<file path="config.mk">
export PLATFORM = sky130hd
export DESIGN_NAME = cpu_interrupt_entry_return
export DESIGN_NICKNAME = d
export VERILOG_FILES = /design/src/inc/ier_pkg.sv /design/src/logic/irq_latch_array.sv /design/src/logic/reg_bank_file.sv /design/src/logic/cpu_interrupt_entry_return.sv
export VERILOG_INCLUDE_DIRS = /design/src /design/src/inc
export SDC_FILE = /design/constraint.sdc
export NUM_CORES = 1
export LEC_CHECK = 0
export ABC_AREA = 1
export BUFFER_PORTS_ARGS = -buffer_cell sky130_fd_sc_hd__buf_2
export CAP_MARGIN = 20
export CORE_MARGIN = 5
export CORE_UTILIZATION = 59
export DETAILED_ROUTE_END_ITERATION = 12
export PLACE_DENSITY = 0.81
export SLEW_MARGIN = 20
export SYNTH_ARGS = -nofsm -noshare
export SYNTH_HDL_FRONTEND = slang
export SYNTH_SLANG_ARGS = --single-unit
export TNS_END_PERCENT = 20
</file>
<file path="constraint.sdc">
create_clock -name core_clk -period 2.2 [get_ports core_clk]
set_input_delay 0.22 -clock core_clk [delete_from_list [all_inputs] [get_ports core_clk]]
set_output_delay 0.22 -clock core_clk [all_outputs]
set_load 0.02 [all_outputs]
</file>
<file path="src/inc/ier_regs.svh">
// Constants for the interrupt entry and return sequencer
`ifndef IER_REGS_SVH
`define IER_REGS_SVH
`define SP_RESET 16'h00ff
`define TRAP_OPCODE 8'hff
`define ACCEPT_CYCLES 8
`define FRAME_BYTES 16'h0003
`define ST_GIE 7
`define ST_BANK 0
`define SRC_TRAP 5'h00
`define SRC_UNDEF 5'h01
`define SRC_LATCH0 5'h02
`define RF_BYTES 12
`define RF_IDX_W 4
`endif

</file>
<file path="src/inc/ier_pkg.sv">
// Types shared by the interrupt entry and return sequencer
`include "ier_regs.svh"
package ier_pkg;
    typedef enum logic [3:0] {
        S_IDLE = 4'h0,
        S_ENTRY = 4'h1,
        S_PUSH_ST = 4'h2,
        S_PUSH_HI = 4'h3,
        S_PUSH_LO = 4'h4,
        S_VLO = 4'h5,
        S_VHI = 4'h6,
        S_VCAP = 4'h7,
        S_JUMP = 4'h8,
        S_RA = 4'h9,
        S_RB = 4'ha,
        S_RC = 4'hb,
        S_RD = 4'hc,
        S_RE = 4'hd
    } seq_state_type;
    typedef struct packed {
        logic we;
        logic re;
        logic [15:0] addr;
        logic [7:0] wdata;
    } mem_req_type;
    typedef struct packed {
        logic push;
        logic pop;
        logic [7:0] data;
    } stack_op_type;
    typedef struct packed {
        logic gie_wr;
        logic gie_val;
        logic bank_wr;
        logic bank_val;
        logic sp_wr;
        logic [15:0] sp_val;
    } sw_ctrl_type;
    typedef struct packed {
        logic we;
        logic [`RF_IDX_W-1:0] idx;
        logic [7:0] wdata;
    } rf_acc_type;
    typedef struct packed {
        seq_state_type seq;
        logic [15:0] sp;
        logic [15:0] pc;
        logic [7:0] stat;
        logic [7:0] saved_stat;
        logic [4:0] src;
        logic [7:0] vec_lo;
        logic nmi_act;
        logic ret_nm;
        mem_req_type mem;
        logic stack_rd;
        logic pc_load;
        logic [7:0] opcode;
        logic addr_err;
    } core_state_type;
    typedef struct packed {
        logic [1:0][`RF_BYTES-1:0][7:0] cells;
        logic [7:0] rdata;
    } rf_state_type;
endpackage

</file>
<file path="src/logic/irq_latch_array.sv">
// Pending request latches, one per interrupt source
`timescale 1ns/100ps
module irq_latch_array
    import ier_pkg::*;
#(
    parameter int NUM_SRC = 8
) (
    input wire logic core_clk, // Machine clock
    input wire logic reset_n, // Async reset
    input wire logic [NUM_SRC-1:0] set_req, // Request pulses
    input wire logic [NUM_SRC-1:0] clr_sw, // Software clear
    input wire logic [NUM_SRC-1:0] clr_acc, // Clear on acceptance
    output logic [NUM_SRC-1:0] pending // Held requests
);
    typedef struct packed {
        logic [NUM_SRC-1:0] pend;
    } latch_state_type;
    latch_state_type s_r, s_nxt;

    // hold until cleared; a new request beats a clear
    always_comb begin
        s_nxt.pend = (s_r.pend & ~clr_sw & ~clr_acc) | set_req;
    end

    always_ff @(posedge core_clk or negedge reset_n) begin
        if (!reset_n) begin
            s_r <= '0;
        end else begin
            s_r <= s_nxt;
        end
    end

    assign pending = s_r.pend;
endmodule // irq_latch_array

</file>
<file path="src/logic/reg_bank_file.sv">
// Two switchable banks of general and index registers
`timescale 1ns/100ps
module reg_bank_file
    import ier_pkg::*;
(
    input wire logic core_clk, // Machine clock
    input wire logic reset_n, // Async reset
    input wire logic bank_sel, // Active bank
    input wire rf_acc_type acc, // Write or read access
    output logic [7:0] rdata // Read byte, next cycle
);
    rf_state_type s_r, s_nxt;

    // eight bytes plus two 16-bit index pairs per bank
    always_comb begin
        s_nxt = s_r;
        s_nxt.rdata = 8'h00;
        if (acc.idx < `RF_IDX_W'(`RF_BYTES)) begin
            s_nxt.rdata = s_r.cells[bank_sel][acc.idx];
            if (acc.we) begin
                s_nxt.cells[bank_sel][acc.idx] = acc.wdata;
            end
        end
    end

    always_ff @(posedge core_clk or negedge reset_n) begin
        if (!reset_n) begin
            s_r <= '0;
        end else begin
            s_r <= s_nxt;
        end
    end

    assign rdata = s_r.rdata;
endmodule // reg_bank_file

</file>
<file path="src/logic/cpu_interrupt_entry_return.sv">
// Interrupt entry and return sequencer with stack pointer and status word
//
// The address map and strobed register access were left to the implementer.
`timescale 1ns/100ps
`include "ier_regs.svh"
// Contract
// - Stack pointer is 16 bits, decremented after every byte pushed.
// - Stack pointer is incremented before every byte popped.
// - Reset loads the stack pointer with 00FFH.
// - Acceptance first clears the global enable flag.
// - Acceptance clears the latch of the accepted source.
// - Acceptance pushes status word, PC high, PC low; pointer drops by three.
// - PC then loads the vector slot entry and runs from there.
// - The saved status word holds bank select and global enable.
// - No maskable acceptance until software or a return of the saved status word sets the global enable again.
// - Only PC and status word are saved; general registers stay untouched.
// - Two banks, each eight byte registers and two 16-bit index registers.
// - Maskable return restores bank select from the popped status word.
// - Both returns pop PC and status word; pointer rises by three.
// - Software trap starts entry at once, above every source but the undefined opcode.
// - Fetch from a missing address reads FFH, the trap, flagging an error.
// - Undefined opcode raises its own interrupt through its vector.
// - Undefined opcode aborts any sequence, even non-maskable service.
// - Entry takes eight machine cycles after the current instruction ends.
// - A latched request holds until acceptance, reset or a clear.
module cpu_interrupt_entry_return
    import ier_pkg::*;
#(
    parameter int NUM_SRC = 8, // Latch bit 0 is the non-maskable source
    parameter logic [15:0] VEC_BASE = 16'hffc0 // Vector table base
) (
    input wire logic core_clk, // Machine clock
    input wire logic reset_n, // Async reset
    input wire logic instr_done, // Current instruction completes
    input wire logic fetch_valid, // Opcode fetch this cycle
    input wire logic fetch_addr_ok, // Fetch address exists
    input wire logic [7:0] fetch_byte, // Raw fetched byte
    input wire logic undef_exec, // Decoder met an undefined opcode
    input wire logic irq_ret_exec, // Maskable return executes
    input wire logic nmi_ret_exec, // Non-maskable return executes
    input wire logic [15:0] pc_cur, // Return address to save
    input wire stack_op_type stk, // Push or pop by calls and pushes
    input wire sw_ctrl_type sw, // Software writes to flags and pointer
    input wire logic [NUM_SRC-1:0] irq_req, // Source request pulses
    input wire logic [NUM_SRC-1:0] irq_enable, // Per-source enables
    input wire logic [NUM_SRC-1:0] latch_clr, // Software latch clears
    input wire rf_acc_type rf_acc, // Register bank access
    input wire logic [7:0] mem_rdata, // Data memory read byte
    output mem_req_type mem_req, // Data memory request
    output logic [15:0] pc_out, // Program counter
    output logic pc_load, // Pulse: jump to pc_out
    output logic [15:0] sp_out, // Stack pointer
    output logic [7:0] status_out, // Status word
    output logic nmi_busy, // Non-maskable service active
    output logic [7:0] opcode_out, // Opcode after substitution
    output logic addr_error, // Last fetch hit a missing address
    output logic [7:0] rf_rdata // Register bank read byte
);
    core_state_type s_r, s_nxt;
    logic [NUM_SRC-1:0] pend;
    logic [NUM_SRC-1:0] clr_acc;
    logic [NUM_SRC-1:0] masked;
    logic accept_start;
    logic ret_start;
    logic trap_hit;
    logic [4:0] acc_src;
    logic [7:0] fetched;

    function automatic logic [4:0] low_idx(input logic [NUM_SRC-1:0] v);
        low_idx = 5'h00;
        for (int i = NUM_SRC - 1; i >= 0; i--) begin
            if (v[i]) begin
                low_idx = 5'(i);
            end
        end
    endfunction

    function automatic logic [15:0] slot_addr(input logic [4:0] src);
        slot_addr = VEC_BASE + {10'h000, src, 1'b0};
    endfunction

    function automatic mem_req_type wr_req(input logic [15:0] a, input logic [7:0] d);
        wr_req = '0;
        wr_req.we = 1'b1;
        wr_req.addr = a;
        wr_req.wdata = d;
    endfunction

    function automatic mem_req_type rd_req(input logic [15:0] a);
        rd_req = '0;
        rd_req.re = 1'b1;
        rd_req.addr = a;
    endfunction

    irq_latch_array #(
        .NUM_SRC(NUM_SRC)
    ) u_latch (
        .core_clk(core_clk),
        .reset_n(reset_n),
        .set_req(irq_req),
        .clr_sw(latch_clr),
        .clr_acc(clr_acc),
        .pending(pend)
    );

    // bank contents never touched by the sequencer
    reg_bank_file u_banks (
        .core_clk(core_clk),
        .reset_n(reset_n),
        .bank_sel(s_r.stat[`ST_BANK]),
        .acc(rf_acc),
        .rdata(rf_rdata)
    );

    always_comb begin
        s_nxt = s_r;
        s_nxt.mem = '0;
        s_nxt.stack_rd = 1'b0;
        s_nxt.pc_load = 1'b0;
        clr_acc = '0;
        accept_start = 1'b0;
        ret_start = 1'b0;
        acc_src = `SRC_TRAP;
        masked = pend & irq_enable & ~NUM_SRC'(1);
        // missing address reads as the trap opcode
        fetched = fetch_addr_ok ? fetch_byte : `TRAP_OPCODE;
        trap_hit = fetch_valid && (fetched == `TRAP_OPCODE);
        if (fetch_valid) begin
            s_nxt.opcode = fetched;
            s_nxt.addr_err = !fetch_addr_ok;
        end
        // Sequence steps below override these writes
        if (sw.gie_wr) begin
            s_nxt.stat[`ST_GIE] = sw.gie_val;
        end
        if (sw.bank_wr) begin
            s_nxt.stat[`ST_BANK] = sw.bank_val;
        end
        if (sw.sp_wr) begin
            s_nxt.sp = sw.sp_val;
        end
        // undefined opcode enters through its own vector
        // abort whatever runs, even non-maskable service
        if (undef_exec) begin
            accept_start = 1'b1;
            acc_src = `SRC_UNDEF;
        end else if (s_r.seq == S_IDLE) begin
            // trap wins over every latched source
            if (trap_hit) begin
                accept_start = 1'b1;
            // latched sources wait for the instruction end
            end else if (instr_done && pend[0] && !s_r.nmi_act) begin
                accept_start = 1'b1;
                acc_src = `SRC_LATCH0;
            // maskable sources need the global enable
            end else if (instr_done && s_r.stat[`ST_GIE] && (|masked)) begin
                accept_start = 1'b1;
                acc_src = `SRC_LATCH0 + low_idx(masked);
            end
        end
        if (accept_start) begin
            s_nxt.seq = S_ENTRY;
            s_nxt.src = acc_src;
            s_nxt.pc = pc_cur;
            // snapshot keeps bank and enable as they were
            s_nxt.saved_stat = s_nxt.stat;
        end else begin
            case (s_r.seq)
                S_IDLE: begin
                    if (irq_ret_exec || nmi_ret_exec) begin
                        ret_start = 1'b1;
                        s_nxt.ret_nm = nmi_ret_exec;
                        s_nxt.seq = S_RA;
                    end else if (stk.push) begin
                        s_nxt.mem = wr_req(s_r.sp, stk.data);
                        s_nxt.sp = s_r.sp - 16'h0001;
                    end else if (stk.pop) begin
                        s_nxt.mem = rd_req(s_r.sp + 16'h0001);
                        s_nxt.sp = s_r.sp + 16'h0001;
                        s_nxt.stack_rd = 1'b1;
                    end
                end
                S_ENTRY: begin
                    s_nxt.stat[`ST_GIE] = 1'b0;
                    if (s_r.src >= `SRC_LATCH0) begin
                        clr_acc = NUM_SRC'(1) << (s_r.src - `SRC_LATCH0);
                    end
                    if (s_r.src <= `SRC_LATCH0) begin
                        s_nxt.nmi_act = 1'b1;
                    end
                    s_nxt.seq = S_PUSH_ST;
                end
                // status word, PC high, PC low
                S_PUSH_ST: begin
                    s_nxt.mem = wr_req(s_r.sp, s_r.saved_stat);
                    s_nxt.sp = s_r.sp - 16'h0001;
                    s_nxt.seq = S_PUSH_HI;
                end
                S_PUSH_HI: begin
                    s_nxt.mem = wr_req(s_r.sp, s_r.pc[15:8]);
                    s_nxt.sp = s_r.sp - 16'h0001;
                    s_nxt.seq = S_PUSH_LO;
                end
                S_PUSH_LO: begin
                    s_nxt.mem = wr_req(s_r.sp, s_r.pc[7:0]);
                    s_nxt.sp = s_r.sp - 16'h0001;
                    s_nxt.seq = S_VLO;
                end
                // Vector slot: low byte first, high byte next
                S_VLO: begin
                    s_nxt.mem = rd_req(slot_addr(s_r.src));
                    s_nxt.seq = S_VHI;
                end
                S_VHI: begin
                    s_nxt.mem = rd_req(slot_addr(s_r.src) + 16'h0001);
                    s_nxt.seq = S_VCAP;
                end
                S_VCAP: begin
                    s_nxt.vec_lo = mem_rdata;
                    s_nxt.seq = S_JUMP;
                end
                S_JUMP: begin
                    s_nxt.pc = {mem_rdata, s_r.vec_lo};
                    s_nxt.pc_load = 1'b1;
                    s_nxt.seq = S_IDLE;
                end
                // pop PC low, PC high, status word
                S_RA: begin
                    s_nxt.mem = rd_req(s_r.sp + 16'h0001);
                    s_nxt.sp = s_r.sp + 16'h0001;
                    s_nxt.stack_rd = 1'b1;
                    s_nxt.seq = S_RB;
                end
                S_RB: begin
                    s_nxt.mem = rd_req(s_r.sp + 16'h0001);
                    s_nxt.sp = s_r.sp + 16'h0001;
                    s_nxt.stack_rd = 1'b1;
                    s_nxt.seq = S_RC;
                end
                S_RC: begin
                    s_nxt.mem = rd_req(s_r.sp + 16'h0001);
                    s_nxt.sp = s_r.sp + 16'h0001;
                    s_nxt.stack_rd = 1'b1;
                    s_nxt.pc[7:0] = mem_rdata;
                    s_nxt.seq = S_RD;
                end
                S_RD: begin
                    s_nxt.pc[15:8] = mem_rdata;
                    s_nxt.seq = S_RE;
                end
                // popped word brings back the bank
                S_RE: begin
                    s_nxt.stat = mem_rdata;
                    s_nxt.pc_load = 1'b1;
                    if (s_r.ret_nm) begin
                        s_nxt.nmi_act = 1'b0;
                    end
                    s_nxt.seq = S_IDLE;
                end
                default: begin
                    s_nxt.seq = S_IDLE;
                end
            endcase
        end
    end

    always_ff @(posedge core_clk or negedge reset_n) begin
        if (!reset_n) begin
            s_r <= '0;
            s_r.sp <= `SP_RESET;
        end else begin
            s_r <= s_nxt;
        end
    end

    assign mem_req = s_r.mem;
    assign pc_out = s_r.pc;
    assign pc_load = s_r.pc_load;
    assign sp_out = s_r.sp;
    assign status_out = s_r.stat;
    assign nmi_busy = s_r.nmi_act;
    assign opcode_out = s_r.opcode;
    assign addr_error = s_r.addr_err;
endmodule // cpu_interrupt_entry_return

</file>
==> results.toml <==
[clocking]
cts_buffer_depth = 3
clk_pin_slew_ns = 0.06
clock-sinks = 310
cts_tree = "built"
worst_skew_pair.late_latency_ns = 0.52
cts_made_buffers = 35
clockRootBuffer = "clkbuf_16"
htree_num_levels = 2

[layout]
layout-drive-gt1-share_pct = 15.8
nets = 2311
fill_cells = 1993
layout_commonest_cell = "nand2_1"
multiInputGateArea_um2 = 6440
num_antenna_cells = 0
layout_common_cells = "481 x nand2_1, 375 x o21ai_0, 301 x dfrtp_1, 275 x nor2_1, 190 x buf_2"
finalNonFillerCells = 2558
regArea_um2 = 7770
area_growth_pct = 17.0

[timing]
rsz0062_at_grt = "no"
finalWorstSetupSlack_ns = 0.142
min_period_ns = 2.06
setup_viol = 0
slew_violations = 0
min_period_over_period_pct = 93.5
fin_tns_setup_ns = 0
finalHoldViolCount = 0
worst_pin_slew_ns = 0.809
worst_slew_margin_rel_pct = 45.9
fmax_mhz = 486
skew_ns = 0.0262

[synthesis]
synth-edff-count = 0
yosys.area.top_type = "dfrtp_1"
syn_area_um2 = 15800
ys_seq_elements = 310
yosysSeqAreaShare_pct = 49.3
synthCells = 2025
synth_top_cell_area_share_pct = 48.0
yosys-top-cells-area = "dfrtp_1 48%, o21ai_0 12%, nand2_1 11%, nor2_1 6.6%, buf_4 4.0%"
synth_area_per_cell_um2 = 7.78
syn_nets = 2138
synth_flop_cell = "dfrtp_1"
ys_async_sr_fraction_pct = 100
yosysWarnings = 0
synth.distinct_cells = 44

[route]
initialDrtViolationCount = 1841
drc = 0
dr.pass1.iters = 8
postRouteAntennaNets = 0
totalWireLength_um = 47600
routedWlPerCell_um = 18.6
via_per_inst = 5.85
num_vias = 15000

[worst_setup_path]
cp_cell_sequence = "inv_1 > nand2_1 > o21ai_1 > inv_1 > nand2_1 > nor2_1 > inv_1 > nand3_1 > inv_1 > buf_4 > nand2_1 > o21ai_0"
cp_max_fo = 8
r2r_slack_ns = 0.14
cp-end-kind = "flip-flop"
timing_worst_setup_path_type = "flip-flop to flip-flop"
crit_required_ns = 2.63
slowest_delay_ns = 0.44
arrival_ns = 2.48
cp_slowest_cell = "dfrtp_1"
critPathLaunchType = "flip-flop"
ff2ff_path_depth = 12
crit_top_cell = "inv_1"

[global_route]
grt_pass1_wl_um = 77200
grt_antenna_before_repair = 0
grt_overflow = 0
grt_pass1_vias = 14700
grtUsageTotal_pct = 31.1
grt_max_degree = 66

[die]
die_h_um = 173
row_count = 59
pin_count = 193
die_width_um = 173
core_area_um2 = 26200
dieArea_um2 = 30100
start_util_pct = 60.1

[pwr]
vdd_drop_max_mv = 1.05
finalPower_mw = 20.1
total_leakage_power_nw = 9.01
pwr_density_cell_nw_per_um2 = 1090

[placed_design]
gp_congestion = 0.928
dp_cells = 2428
hpwl_um = 31300
numPortBuffers = 191
dpl_worst_slack_ns = 0.196

[worst_hold_path]
hold_path_class = "input port to flip-flop"
whs_path_depth = 3

[run_status]
outcome = "complete, no violations"

[flow_run]
maxCapViolCount = 0
## per-stage QoR
step | utilization [%] | area [um2] | hold slack (ns)
2_1_floorplan | - | 15800 | -0.0756
3_3_place_gp | 63.5 | 16600 | 0.208
3_5_place_dp | 63.5 | 16600 | 0.212
4_1_cts | 70.3 | 18400 | 0.0212
5_1_grt | 70.3 | 18400 | 0.0350
6_report | 70.3 | 18400 | 0.0315
## flip-flops by register name (all words and copies together) (netlist names)
register,cells
u_banks.s_r,192
mem_req,26
s_r,25
pc_out,16
sp_out,16
opcode_out,8
status_out,8
u_banks.rdata,8
u_latch.pending,8
addr_error,1
nmi_busy,1
pc_load,1
## layer usage
metal	share of wire (%)	global-route usage [%]	vias up
li1	-	-	6887
met1	40	41.3	7048
met2	48	51.6	875
met3	8.9	5.82	151
met4	3.7	11.4	0
met5	0	0	-
## synth_stat cells, types with 5 or more instances
cell type,count
nand2_1,481
o21ai_0,375
dfrtp_1,302
nor2_1,275
inv_1,128
buf_4,84
nand3_1,74
clkbuf_1,71
a21oi_1,57
o2111ai_1,20
buf_2,17
xor2_1,11
a221oi_1,10
nor2_2,10
nand4_1,9
a31oi_1,8
dfstp_2,8
nor3_1,8
o21ai_1,8
nand2_2,7
buf_1,6
nor2_4,6
a21oi_2,5
ha_1,5
inv_2,5
## what timing repair did
item	4_1_cts	5_1_grt
setup buffers	0	0
endpoints found under the hold margin	119	0
hold buffers	68	0
gates resized for setup	0	3
setup endpoints to repair	0	1
## cell type report
class / instances / area share (%)
Clock buffer: 47 / 5.33
Clock inverter: 15 / 0.625
Inverter: 134 / 2.74
Multi-Input combinational cell: 1399 / 34.9
Sequential cell: 310 / 42.1
Tap cell: 335 / 2.27
Timing Repair Buffer: 318 / 11.9
## report_power, final
group	internal (mW)	switching (mW)	total, mW
sequential	7.13	1.06	8.19
clock	3.26	2.34	5.61
combinational	2.15	4.19	6.34
## worst max-delay path, delay by kind of cell, from the launching register on
family	cells	cell delay (ns)
and+or+nand+nor	5	0.49
DFF	1	0.44
AOI/OAI and AO/OA	2	0.30
buffers and inverters	5	0.73
## worst paths after layout
check / startpoint / endpoint
max: s_r[101] / sp_out[6]
min: sw[7] / sp_out[7]
max reg2reg: s_r[101] / sp_out[6]
min reg2reg: u_banks.s_r[27] / u_banks.s_r[27]
max in group asynchronous: reset_n / sp_out[5]
min in group asynchronous: reset_n / u_banks.s_r[117]
## kinds of logic after synthesis
logic type      count (synthesis)  synth area share, %
mux                             2                0.143
xor+xnor                       12                0.667
compound gates                504                 17.3
fa+ha+maj                       5                0.397
flops                         310                 49.3
simple gates                  876                 22.3
buf+inv                       316                 9.86
Power figures use the tool's default switching activity.
